===== config.mk =====
export PLATFORM = sky130hd
export DESIGN_NAME = fpg_guard
export DESIGN_NICKNAME = d
export VERILOG_FILES = /design/src/core/fpg_pkg.sv /design/src/core/fpg_sync.sv /design/src/core/fpg_guard.sv
export SDC_FILE = /design/constraint.sdc
export NUM_CORES = 1
export LEC_CHECK = 0
export BUFFER_PORTS_ARGS = -buffer_cell sky130_fd_sc_hd__buf_2
export CAP_MARGIN = 20
export CORE_MARGIN = 1.5
export CORE_UTILIZATION = 56
export DETAILED_ROUTE_END_ITERATION = 8
export GPL_TIMING_DRIVEN = 0
export PLACE_DENSITY = 0.95
export SETUP_SLACK_MARGIN = 0.15
export SLEW_MARGIN = 5
export SYNTH_ARGS = -nofsm -noshare
export SYNTH_HDL_FRONTEND = slang
export SYNTH_SLANG_ARGS = --single-unit

===== constraint.sdc =====
create_clock -name mclk -period 4.35 [get_ports mclk]
set_clock_uncertainty 0.05 [all_clocks]
set_input_delay 0.435 -clock mclk [delete_from_list [all_inputs] [get_ports mclk]]
set_output_delay 0.435 -clock mclk [all_outputs]
set_load 0.01 [all_outputs]

===== src/core/fpg_pkg.sv =====
// package for the flash program/erase guard: offsets, bit positions, types
// assumes an 8-bit register port and an 18-bit flash byte address
package fpg_pkg;
   // register index on the plain register port
   localparam logic [2:0] ADDR_CTL_ONE = 3'h0;
   localparam logic [2:0] ADDR_CTL_TWO = 3'h1;
   localparam logic [2:0] ADDR_EBS_ONE = 3'h2;
   localparam logic [2:0] ADDR_EBS_TWO = 3'h3;
   localparam logic [2:0] ADDR_RAM_EMU = 3'h4;
   // control register bit positions (both control registers share the low bits)
   localparam int BIT_P = 0;
   localparam int BIT_E = 1;
   localparam int BIT_PV = 2;
   localparam int BIT_EV = 3;
   localparam int BIT_PSU = 4;
   localparam int BIT_ESU = 5;
   localparam int BIT_SWE = 6;
   localparam int BIT_FLASH_ERROR_FLAG = 7;
   // overlay control bit positions
   localparam int BIT_AREA_LO = 0;
   localparam int BIT_AREA_HI = 1;
   localparam int BIT_OVL_SEL = 3;
   // writable masks and values after reset
   localparam logic [7:0] MASK_CTL_ONE = 8'h7f;
   localparam logic [7:0] MASK_CTL_TWO = 8'h3f;
   localparam logic [7:0] MASK_RAM_EMU = 8'h0b;
   localparam logic [7:0] MASK_PE = 8'h03;
   localparam logic [7:0] RST_REG = 8'h00;
   // overlay window: 1 KiB blocks at the top of the array
   localparam logic [17:0] OVL_BASE = 18'h3f000;
   localparam logic [17:0] OVL_STEP = 18'h00400;
   localparam int OVL_OFS_W = 10;
   // synchroniser depth for pins
   localparam int SYNC_STAGES = 2;

   typedef enum logic [0:0] {
      FPG_ARMED = 1'b0,
      FPG_FAULT = 1'b1
   } fpg_err_e;

   // same-clock events from the cpu side
   typedef struct packed {
      logic flash_read;
      logic exception;
      logic sleep_exec;
      logic bus_release;
   } fpg_evt_s;

   // mode outputs toward the flash array
   typedef struct packed {
      logic program_mode;
      logic erase_mode;
      logic program_verify;
      logic erase_verify;
   } fpg_mode_s;
endpackage


===== src/core/fpg_sync.sv =====
// two-flop level synchroniser for pins entering the mclk domain
// assumes the input is a slow level; glitches shorter than a cycle may be lost
`timescale 1ns/1ps
`default_nettype none
module fpg_sync #(
   parameter int STAGES = 2
) (
   input wire logic mclk,
   input wire logic sys_rst,
   input wire logic din,
   output logic dout
);
   logic [STAGES-1:0] sh_r;
   logic [STAGES-1:0] sh_nxt;

   // shift toward the msb; only the last stage is visible outside
   always_comb begin
      sh_nxt = {sh_r[STAGES-2:0], din};
   end

   always_ff @(posedge mclk) begin
      if (sys_rst) begin
         sh_r <= '0;
      end else begin
         sh_r <= sh_nxt;
      end
   end

   assign dout = sh_r[STAGES-1];
endmodule
`default_nettype wire


===== src/core/fpg_guard.sv =====
// flash program/erase guard: protection state, error monitor and ram overlay
// assumes cpu events arrive on mclk; write-protect and standby pins are async
`timescale 1ns/1ps
`default_nettype none
module fpg_guard (
   input wire logic mclk,
   input wire logic sys_rst,
   input wire logic write_protect_pin,
   input wire logic hw_standby_pin,
   input wire logic soft_standby,
   input wire fpg_pkg::fpg_evt_s evt,
   input wire logic [2:0] reg_addr,
   input wire logic [7:0] reg_wdata,
   input wire logic reg_wr,
   input wire logic reg_rd,
   output logic [7:0] reg_rdata,
   input wire logic [17:0] flash_addr,
   output logic overlay_hit,
   output logic [9:0] overlay_ofs,
   output fpg_pkg::fpg_mode_s mode,
   output logic [15:0] erase_block_allow,
   output logic error_protected
);
   logic wp_s;
   logic hws_s;
   logic [7:0] c1_r, c1_nxt;
   logic [7:0] c2_r, c2_nxt;
   logic [7:0] eb1_r, eb1_nxt;
   logic [7:0] eb2_r, eb2_nxt;
   logic [7:0] ram_r, ram_nxt;
   fpg_pkg::fpg_err_e err_r, err_nxt;
   fpg_pkg::fpg_mode_s mode_r, mode_nxt;
   logic [15:0] ebk_r, ebk_nxt;
   logic [7:0] rd_r, rd_nxt;
   logic hit_r, hit_nxt;
   logic [9:0] ofs_r, ofs_nxt;
   logic inhibit;
   logic inh_nxt;
   logic busy;
   logic fault_evt;
   logic init_regs;
   logic [1:0] area;
   logic [1:0] area_idx;
   logic [17:0] ovl_base;

   // pins cross into mclk through two flops before anything reads them
   fpg_sync #(.STAGES(fpg_pkg::SYNC_STAGES)) u_wp_sync (
      .mclk(mclk),
      .sys_rst(sys_rst),
      .din(write_protect_pin),
      .dout(wp_s)
   );

   fpg_sync #(.STAGES(fpg_pkg::SYNC_STAGES)) u_hws_sync (
      .mclk(mclk),
      .sys_rst(sys_rst),
      .din(hw_standby_pin),
      .dout(hws_s)
   );

   // one inhibit term for every protection source
   assign inhibit = wp_s | hws_s | soft_standby
      | ~c1_r[fpg_pkg::BIT_SWE]
      | ram_r[fpg_pkg::BIT_OVL_SEL]
      | (err_r == fpg_pkg::FPG_FAULT);
   assign busy = mode_r.program_mode | mode_r.erase_mode;
   // illegal events only count while a program or erase is under way
   assign fault_evt = busy & (evt.flash_read
      | evt.exception
      | evt.sleep_exec
      | evt.bus_release);
   // register init sources; the overlay register survives pin and standby init
   assign init_regs = wp_s | hws_s | soft_standby;

   // register file and error state
   always_comb begin
      c1_nxt = c1_r;
      c2_nxt = c2_r;
      eb1_nxt = eb1_r;
      eb2_nxt = eb2_r;
      ram_nxt = ram_r;
      err_nxt = err_r;
      if (reg_wr) begin
         case (reg_addr)
            fpg_pkg::ADDR_CTL_ONE: begin
               // enables may be cleared but not set while inhibited
               c1_nxt = reg_wdata & fpg_pkg::MASK_CTL_ONE & ~fpg_pkg::MASK_PE;
               c1_nxt = c1_nxt | (reg_wdata & fpg_pkg::MASK_PE
                  & (inhibit ? c1_r : 8'hff));
            end
            fpg_pkg::ADDR_CTL_TWO: begin
               // error flag bit is read-only; software cannot clear it
               c2_nxt = (c2_r & ~fpg_pkg::MASK_CTL_TWO)
                  | (reg_wdata & fpg_pkg::MASK_CTL_TWO & ~fpg_pkg::MASK_PE);
               c2_nxt = c2_nxt | (reg_wdata & fpg_pkg::MASK_PE
                  & (inhibit ? c2_r : 8'hff));
            end
            fpg_pkg::ADDR_EBS_ONE: begin
               eb1_nxt = reg_wdata;
            end
            fpg_pkg::ADDR_EBS_TWO: begin
               eb2_nxt = reg_wdata;
            end
            fpg_pkg::ADDR_RAM_EMU: begin
               ram_nxt = reg_wdata & fpg_pkg::MASK_RAM_EMU;
            end
            default: begin
               c1_nxt = c1_r;
            end
         endcase
      end
      // error monitor: set wins, only hardware standby clears besides reset
      case (err_r)
         fpg_pkg::FPG_ARMED: begin
            if (fault_evt) begin
               err_nxt = fpg_pkg::FPG_FAULT;
            end
         end
         fpg_pkg::FPG_FAULT: begin
            if (hws_s && !fault_evt) begin
               err_nxt = fpg_pkg::FPG_ARMED;
            end
         end
         default: begin
            err_nxt = fpg_pkg::FPG_ARMED;
         end
      endcase
      // pin and standby init overrides any control or block-select write in the same cycle; an overlay register write still lands
      if (init_regs) begin
         c1_nxt = fpg_pkg::RST_REG;
         c2_nxt = fpg_pkg::RST_REG;
         eb1_nxt = fpg_pkg::RST_REG;
         eb2_nxt = fpg_pkg::RST_REG;
      end
      // the flag lives in the second control register; the rest is kept on error
      c2_nxt[fpg_pkg::BIT_FLASH_ERROR_FLAG] = (err_nxt == fpg_pkg::FPG_FAULT);
   end

   always_ff @(posedge mclk) begin
      if (sys_rst) begin
         c1_r <= fpg_pkg::RST_REG;
         c2_r <= fpg_pkg::RST_REG;
         eb1_r <= fpg_pkg::RST_REG;
         eb2_r <= fpg_pkg::RST_REG;
         ram_r <= fpg_pkg::RST_REG;
         err_r <= fpg_pkg::FPG_ARMED;
      end else begin
         c1_r <= c1_nxt;
         c2_r <= c2_nxt;
         eb1_r <= eb1_nxt;
         eb2_r <= eb2_nxt;
         ram_r <= ram_nxt;
         err_r <= err_nxt;
      end
   end

   // modes follow the next register values so an abort takes effect on the flag's edge
   always_comb begin
      inh_nxt = init_regs | ~c1_nxt[fpg_pkg::BIT_SWE]
         | ram_nxt[fpg_pkg::BIT_OVL_SEL]
         | (err_nxt == fpg_pkg::FPG_FAULT);
      mode_nxt.program_mode = (c1_nxt[fpg_pkg::BIT_P] | c2_nxt[fpg_pkg::BIT_P]) & ~inh_nxt;
      mode_nxt.erase_mode = (c1_nxt[fpg_pkg::BIT_E] | c2_nxt[fpg_pkg::BIT_E]) & ~inh_nxt
         & ((eb1_nxt | eb2_nxt) != 8'h00);
      // verify stays reachable in error protection, still needs write enable
      mode_nxt.program_verify = (c1_nxt[fpg_pkg::BIT_PV] | c2_nxt[fpg_pkg::BIT_PV])
         & c1_nxt[fpg_pkg::BIT_SWE] & ~init_regs;
      mode_nxt.erase_verify = (c1_nxt[fpg_pkg::BIT_EV] | c2_nxt[fpg_pkg::BIT_EV])
         & c1_nxt[fpg_pkg::BIT_SWE] & ~init_regs;
      // block selection gates erase only, never programming
      ebk_nxt = {eb2_nxt, eb1_nxt} & {16{mode_nxt.erase_mode}};
   end

   always_ff @(posedge mclk) begin
      if (sys_rst) begin
         mode_r <= '0;
         ebk_r <= 16'h0000;
      end else begin
         mode_r <= mode_nxt;
         ebk_r <= ebk_nxt;
      end
   end

   // overlay window base from the two area bits: 01 gives the eighth block at 3f000
   assign area = {ram_r[fpg_pkg::BIT_AREA_HI], ram_r[fpg_pkg::BIT_AREA_LO]};
   // the step index wraps in two bits, so area 00 lands on the topmost block, not below the base
   assign area_idx = area - 2'd1;
   assign ovl_base = fpg_pkg::OVL_BASE + (fpg_pkg::OVL_STEP * {16'h0000, area_idx});

   // overlay decode is registered, one cycle behind the flash address
   always_comb begin
      // no mode dependency: emulation works the same in user and user program mode
      hit_nxt = ram_r[fpg_pkg::BIT_OVL_SEL]
         & (flash_addr[17:fpg_pkg::OVL_OFS_W] == ovl_base[17:fpg_pkg::OVL_OFS_W]);
      ofs_nxt = flash_addr[fpg_pkg::OVL_OFS_W-1:0];
   end

   always_ff @(posedge mclk) begin
      if (sys_rst) begin
         hit_r <= 1'b0;
         ofs_r <= 10'h000;
      end else begin
         hit_r <= hit_nxt;
         ofs_r <= ofs_nxt;
      end
   end

   // read data stand only in the cycle after the strobe; unmapped reads give zero
   always_comb begin
      rd_nxt = 8'h00;
      if (reg_rd) begin
         case (reg_addr)
            fpg_pkg::ADDR_CTL_ONE: rd_nxt = c1_r;
            fpg_pkg::ADDR_CTL_TWO: rd_nxt = c2_r;
            fpg_pkg::ADDR_EBS_ONE: rd_nxt = eb1_r;
            fpg_pkg::ADDR_EBS_TWO: rd_nxt = eb2_r;
            fpg_pkg::ADDR_RAM_EMU: rd_nxt = ram_r;
            default: rd_nxt = 8'h00;
         endcase
      end
   end

   always_ff @(posedge mclk) begin
      if (sys_rst) begin
         rd_r <= 8'h00;
      end else begin
         rd_r <= rd_nxt;
      end
   end

   assign reg_rdata = rd_r;
   assign mode = mode_r;
   assign erase_block_allow = ebk_r;
   assign overlay_hit = hit_r;
   assign overlay_ofs = ofs_r;
   assign error_protected = c2_r[fpg_pkg::BIT_FLASH_ERROR_FLAG];
endmodule
`default_nettype wire


## Yosys cells after proc, flatten, opt, wreduce, memory -nomap -nowiden

Index checks and enable logic that the tools add are counted.

| operators by class | value |
|---|---|
| reduce and logical (&&, ||, !) cells | 9 |
| bitwise logic cells | 38 |
| add/sub/neg operators | 2 |
| eq/ne operators | 5 |
| mux-type cells | 20 |

Operators by type and width:

| kind | number |
|---|---|
| two-way mux 8 bit | 7 |
| case mux 8 bit (5 select lines) | 1 |
| two-way mux 7 bit | 4 |
| two-way mux 4 bit | 5 |
| AND 16 bit | 1 |
| OR 1 bit | 16 |
| adder 13 x 13 -> 14 bit, first input constant | 1 |
| AND 1 bit | 9 |
| AND 2 x 8 -> 8 bit | 1 |
| == test 8 bit | 1 |
| OR 7 x 8 -> 8 bit | 1 |
| OR 8 bit | 1 |
| nonzero test 8 bit | 1 |
| AND 2 x 7 -> 7 bit | 1 |
| OR 7 x 6 -> 7 bit | 1 |
| OR 7 bit | 1 |
| == test 3 x 2 -> 1 bit, second input constant | 2 |
| inverter 1 bit | 6 |
| AND reduction 2 bit | 3 |
| OR reduction 2 bit | 2 |
| == test 3 x 1 -> 1 bit, second input constant | 1 |
| == test 3 bit, second input constant | 1 |
| zero test 3 bit | 1 |
| two-way mux 1 bit | 2 |
| other kinds (4) | 4 |

| word-level totals | value |
|---|---|
| word-level logic and storage cells | 93 |
| register bits | 79 |

## Logic depth before layout (Yosys ltp)

| logic depth | value |
|---|---|
| depth after elaboration | 19 |
| gate-level depth with buffers | 7 |
| depth with buffers taken out | 5 |

## By module

From an unflattened synthesis, not the netlist that was laid out.

| second synthesis, totals | value |
|---|---|
| cells, all modules | 313 |
| area, all modules | 2960.3 um^2 |

By module, submodules not included:

| module | cells an instance | area an instance (um^2) | times used |
|---|---|---|---|
| fpg_guard | 305 | 2855.2 | 1 |
| fpg_sync | 4 | 52.6 | 2 |

## Worst setup path after synthesis

OpenSTA, ideal clock, no wires.

| path | value |
|---|---|
| path type | input to register |
| start | input reg_addr[0] |
| end | register ebk_r[10], in the netlist erase_block_allow[10] |
| library setup time | 115 ps |
| path slack | 2447 ps |
| stages | 6 |
| data arrival time | 1738 ps |
| cell sequence | buf_6 nor4b_4 mux2i_1 nor3_4 and3_4 and2_1 |

| on the way | value |
|---|---|
| word-level cells in the longest chain between the ends | 12 |
| elaborated cells between the ends (all ways) | 30 |
| those cells by class | 4 x eq/ne; 14 x mux; 10 x bitwise; 2 x reduce/logical |

RTL lines:

| what | line | source |
|---|---|---|
| from (decl) | fpg_guard.sv:12 | `input wire logic [2:0] reg_addr,` |
| zero test 3 bit | fpg_guard.sv:84 | `case (reg_addr)` |
| two-way mux 7 bit | fpg_guard.sv:84 |  |
| two-way mux 7 bit | fpg_guard.sv:83 | `if (reg_wr) begin` |
| two-way mux 7 bit | fpg_guard.sv:129 | `if (init_regs) begin` |
| inverter 1 bit | fpg_guard.sv:159 | `inh_nxt = init_regs \| ~c1_nxt[fpg_pkg::BIT_SWE]` |
| OR 1 bit | fpg_guard.sv:159 |  |
| OR 1 bit | fpg_guard.sv:160 | `\| ram_nxt[fpg_pkg::BIT_OVL_SEL]` |
| OR 1 bit | fpg_guard.sv:161 | `\| (err_nxt == fpg_pkg::FPG_FAULT);` |
| inverter 1 bit | fpg_guard.sv:163 | `mode_nxt.erase_mode = (c1_nxt[fpg_pkg::BIT_E] \| c2_nxt[fpg_pkg::BIT_E]) & ~inh_nxt` |
| AND 1 bit | fpg_guard.sv:163 |  |
| AND 1 bit | fpg_guard.sv:164 | `& ((eb1_nxt \| eb2_nxt) != 8'h00);` |
| AND 16 bit * | fpg_guard.sv:171 | `ebk_nxt = {eb2_nxt, eb1_nxt} & {16{mode_nxt.erase_mode}};` |
| to (signal assigned) | fpg_guard.sv:180 | `ebk_r <= ebk_nxt;` |
| to (decl) | fpg_guard.sv:33 | `logic [15:0] ebk_r, ebk_nxt;` |

Mark *: on every way between the ends. The rest lies on a longest branch, timed or not.
A chain may end at the register's enable or synchronous reset.

## Worst setup path in the final report

| path | value |
|---|---|
| start | register u_hws_sync.sh_r[1] |
| end | register eb1_r[7] |

| on the way | value |
|---|---|
| word-level cells in the longest chain between the ends | 3 |

RTL lines:

| what | line | source |
|---|---|---|
| from (decl) | fpg_sync.sv:13 | `logic [STAGES-1:0] sh_r;` |
| from (signal assigned) | fpg_sync.sv:25 | `sh_r <= sh_nxt;` |
| OR 1 bit (2 in series) | fpg_guard.sv:73 | `assign init_regs = wp_s \| hws_s \| soft_standby;` |
| two-way mux 8 bit | fpg_guard.sv:129 |  |
| to (signal assigned) | fpg_guard.sv:143 | `eb1_r <= fpg_pkg::RST_REG;` |
| to (signal assigned) | fpg_guard.sv:150 | `eb1_r <= eb1_nxt;` |
| to (decl) | fpg_guard.sv:28 | `logic [7:0] eb1_r, eb1_nxt;` |

Every way passes these cells.

==> impl_metrics.toml <==
[floorplanning]
initial_core_util_pct = 58.0
core-area_mm2 = 0.00511
die_y_um = 75.8
die_area_mm2 = 0.00574
io_pins = 80
die_w_um = 75.8
rows = 26

[clocking]
clockBufferDepth = 2
clock_latency_ps = 350
cts_tree = "done"
cts_setup_buffers = 0
cts_resized = 0
cts.sinks = 76
htreeDepth = 3
numCtsBuffers = 9
clk_pin_slew_ps = 70
root_buffer = "clkbuf_8"
cts_hold_buf = 0

[logic_synthesis]
async_flop_share_pct = 0
synthTopCellsByCount = "76 x dfxtp_1, 37 x nand2_1, 24 x nor2_1"
synth_top_cell_area_share_pct = 51.3
synth_edf_count = 0
ys_ff_latch = 76
synthFlopType = "dfxtp_1"
synth_cell_type_count = 45
yosysSeqAreaShare_pct = 51.3
synth_cells = 297
yosysMostFrequentCell = "dfxtp_1"
yosysWarnings = 0
synth_top_cell_by_area = "dfxtp_1"
avgSynthCellArea_um2 = 9.98
syn-cell-area_mm2 = 0.00296
synthTopCellsByArea = "dfxtp_1 51%, nor2b_1 4.9%, nand2_1 4.7%"
syn_nets = 337

[run_status]
outcome = "finished clean"

[min_path]
hp-class = "input port to flip-flop"

[setup_path]
worstPathRequired_ps = 4520
cp-end-kind = "flip-flop"
slowest_stage = "clkbuf_1"
critPathLaunchType = "flip-flop"
path_delay_family = "buffers and inverters"
crit_fanout = 10
critPathBufInv = 3
cp_slowest_stage_delay_ps = 470
crit_path_cell_trace = "nor3_4 > nand2b_1 > clkbuf_1 > clkbuf_1 > clkbuf_1 > nor2_1"
worst-endpoint-arrival_ps = 2190
cpMostUsedCell = "clkbuf_1"
crit_type = "flip-flop to flip-flop"
reg2reg_slack_ps = 2320

[routing]
vias = 2530
detailedRoute.firstIterationViolations = 238
post-route-drc-count = 0
firstDrtPassIters = 5
wl_per_cell_um = 15.4
vias_per_cell = 5.51
drt-total-wl_um = 7060
ant_nets = 0

[global_routing]
grt_pass1_vias = 2259
grt-ovfl-total = 0
grt_first_pass_wirelength_um = 10700
antenna_found_initial = 0
grt.total_usage_pct = 25.7
grt_start_max_net_pins = 12

[timing]
setup_viol = 0
tightest_slew_ps = 592
fmax_ghz = 0.494
slew_headroom_pct = 60.5
rsz0062_at_grt = "false"
finalHoldViolations = 0
finalMaxSlewViolations = 0
fin_crit_ps = 2030
holdWs_ps = 247
fin_crit_sh_pct = 46.6
fin_tns_setup_ps = 0

[placement]
hpwl_um = 5010
gp_congestion = 0.913
numPortBuffers = 78

[cells_and_area]
area_delta_synth_final_pct = 23.2
fillers = 390
fin_nets = 426
diodes = 0
drive_gt1_share_pct = 32.6

[job]
drv_cap = 0

[power]
p_per_area_mw_per_mm2 = 374
p_total_w = 0.00137
vdd_ir_drop_max_mv = 0.306
p_leak_nw = 1.45
## cell type report
| cell class | count | area (um2) | area share [%] |
|---|---|---|---|
| buffer | 16 | 75.1 | 2.06 |
| tap | 70 | 87.6 | 2.40 |
| clock inverter | 1 | 30.0 | 0.822 |
| inverter | 3 | 11.3 | 0.308 |
| clock buffer | 13 | 179 | 4.90 |
| timing repair buffer | 78 | 390 | 10.7 |
| multi-input combinational | 202 | 1360 | 37.1 |
| sequential | 76 | 1520 | 41.7 |
## registers in the layout (all words and copies together) (netlist names)
name               count
eb1_r                  8
c1_r                   7
reg_rdata              8
mode                   4
erase_block_allow     16
overlay_hit            1
u_wp_sync.sh_r         2
eb2_r                  8
c2_r                   7
overlay_ofs           10
u_hws_sync.sh_r        2
ram_r                  3
## power by group
group | leakage (nW) | total, W | switching, W | internal [W]
Combinational | 0.728 | 0.0000969 | 0.0000571 | 0.0000398
Sequential | 0.616 | 0.000708 | 0.00000386 | 0.000704
Clock | 0.108 | 0.000562 | 0.000240 | 0.000322
## logic make-up (layout without fill, tap and decap cells)
| kind of cell | Yosys count | in the layout | synth area share (%) |
|---|---|---|---|
| AO/OA/AOI/OAI | 48 | 48 | 10.2 |
| AND/OR/NAND/NOR | 133 | 133 | 26.9 |
| buffers and inverters | 19 | 111 | 2.91 |
| multiplexers | 20 | 20 | 8.40 |
| XOR/XNOR | 1 | 1 | 0.296 |
| flip-flops | 76 | 76 | 51.3 |
## layout by cell type (no fill, tap or decap), drive strengths merged, types with 6 or more instances in the layout
master,count
nor3,15
buf,85
clkbuf,22
a22oi,7
and2,8
o22ai,6
dfxtp,76
nor2b,23
nand2,37
mux2,6
nor2,24
mux2i,11
a21oi,22
## metal layers
layer | routed length, um | global-route usage [%] | share of wire [%]
met4 | 229 | 13.9 | 3.2
met3 | 482 | 3.97 | 6.8
met5 | 0 | 0 | 0
met2 | 3370 | 39.9 | 48
met1 | 2980 | 34.5 | 42
## per-stage QoR
| stage | setup slack [ps] | area [um2] | util [%] | cells |
|---|---|---|---|---|
| 2_1_floorplan | 2450 | 2960 | - | 297 |
| 3_3_place_gp | 2100 | 3440 | 67.4 | 445 |
| 5_1_grt | 2160 | 3650 | 71.5 | 459 |
| 4_1_cts | 2330 | 3650 | 71.5 | 459 |
| 3_5_place_dp | 2070 | 3440 | 67.4 | 445 |
| 6_report | 2320 | 3650 | 71.5 | 459 |
## final timing paths
check / start / to / cells after the start
worst max-delay path: u_hws_sync.sh_r[1]$_SDFF_PP0_ / eb1_r[7]$_SDFF_PP0_ / 6
worst min-delay path: flash_addr[5] / overlay_ofs[5]$_SDFF_PP0_ / 2
worst max register to register: u_hws_sync.sh_r[1]$_SDFF_PP0_ / eb1_r[7]$_SDFF_PP0_ / 6
worst min register to register: u_hws_sync.sh_r[0]$_SDFF_PP0_ / u_hws_sync.sh_r[1]$_SDFF_PP0_ / 1
(Power assumes the default switching activity.)
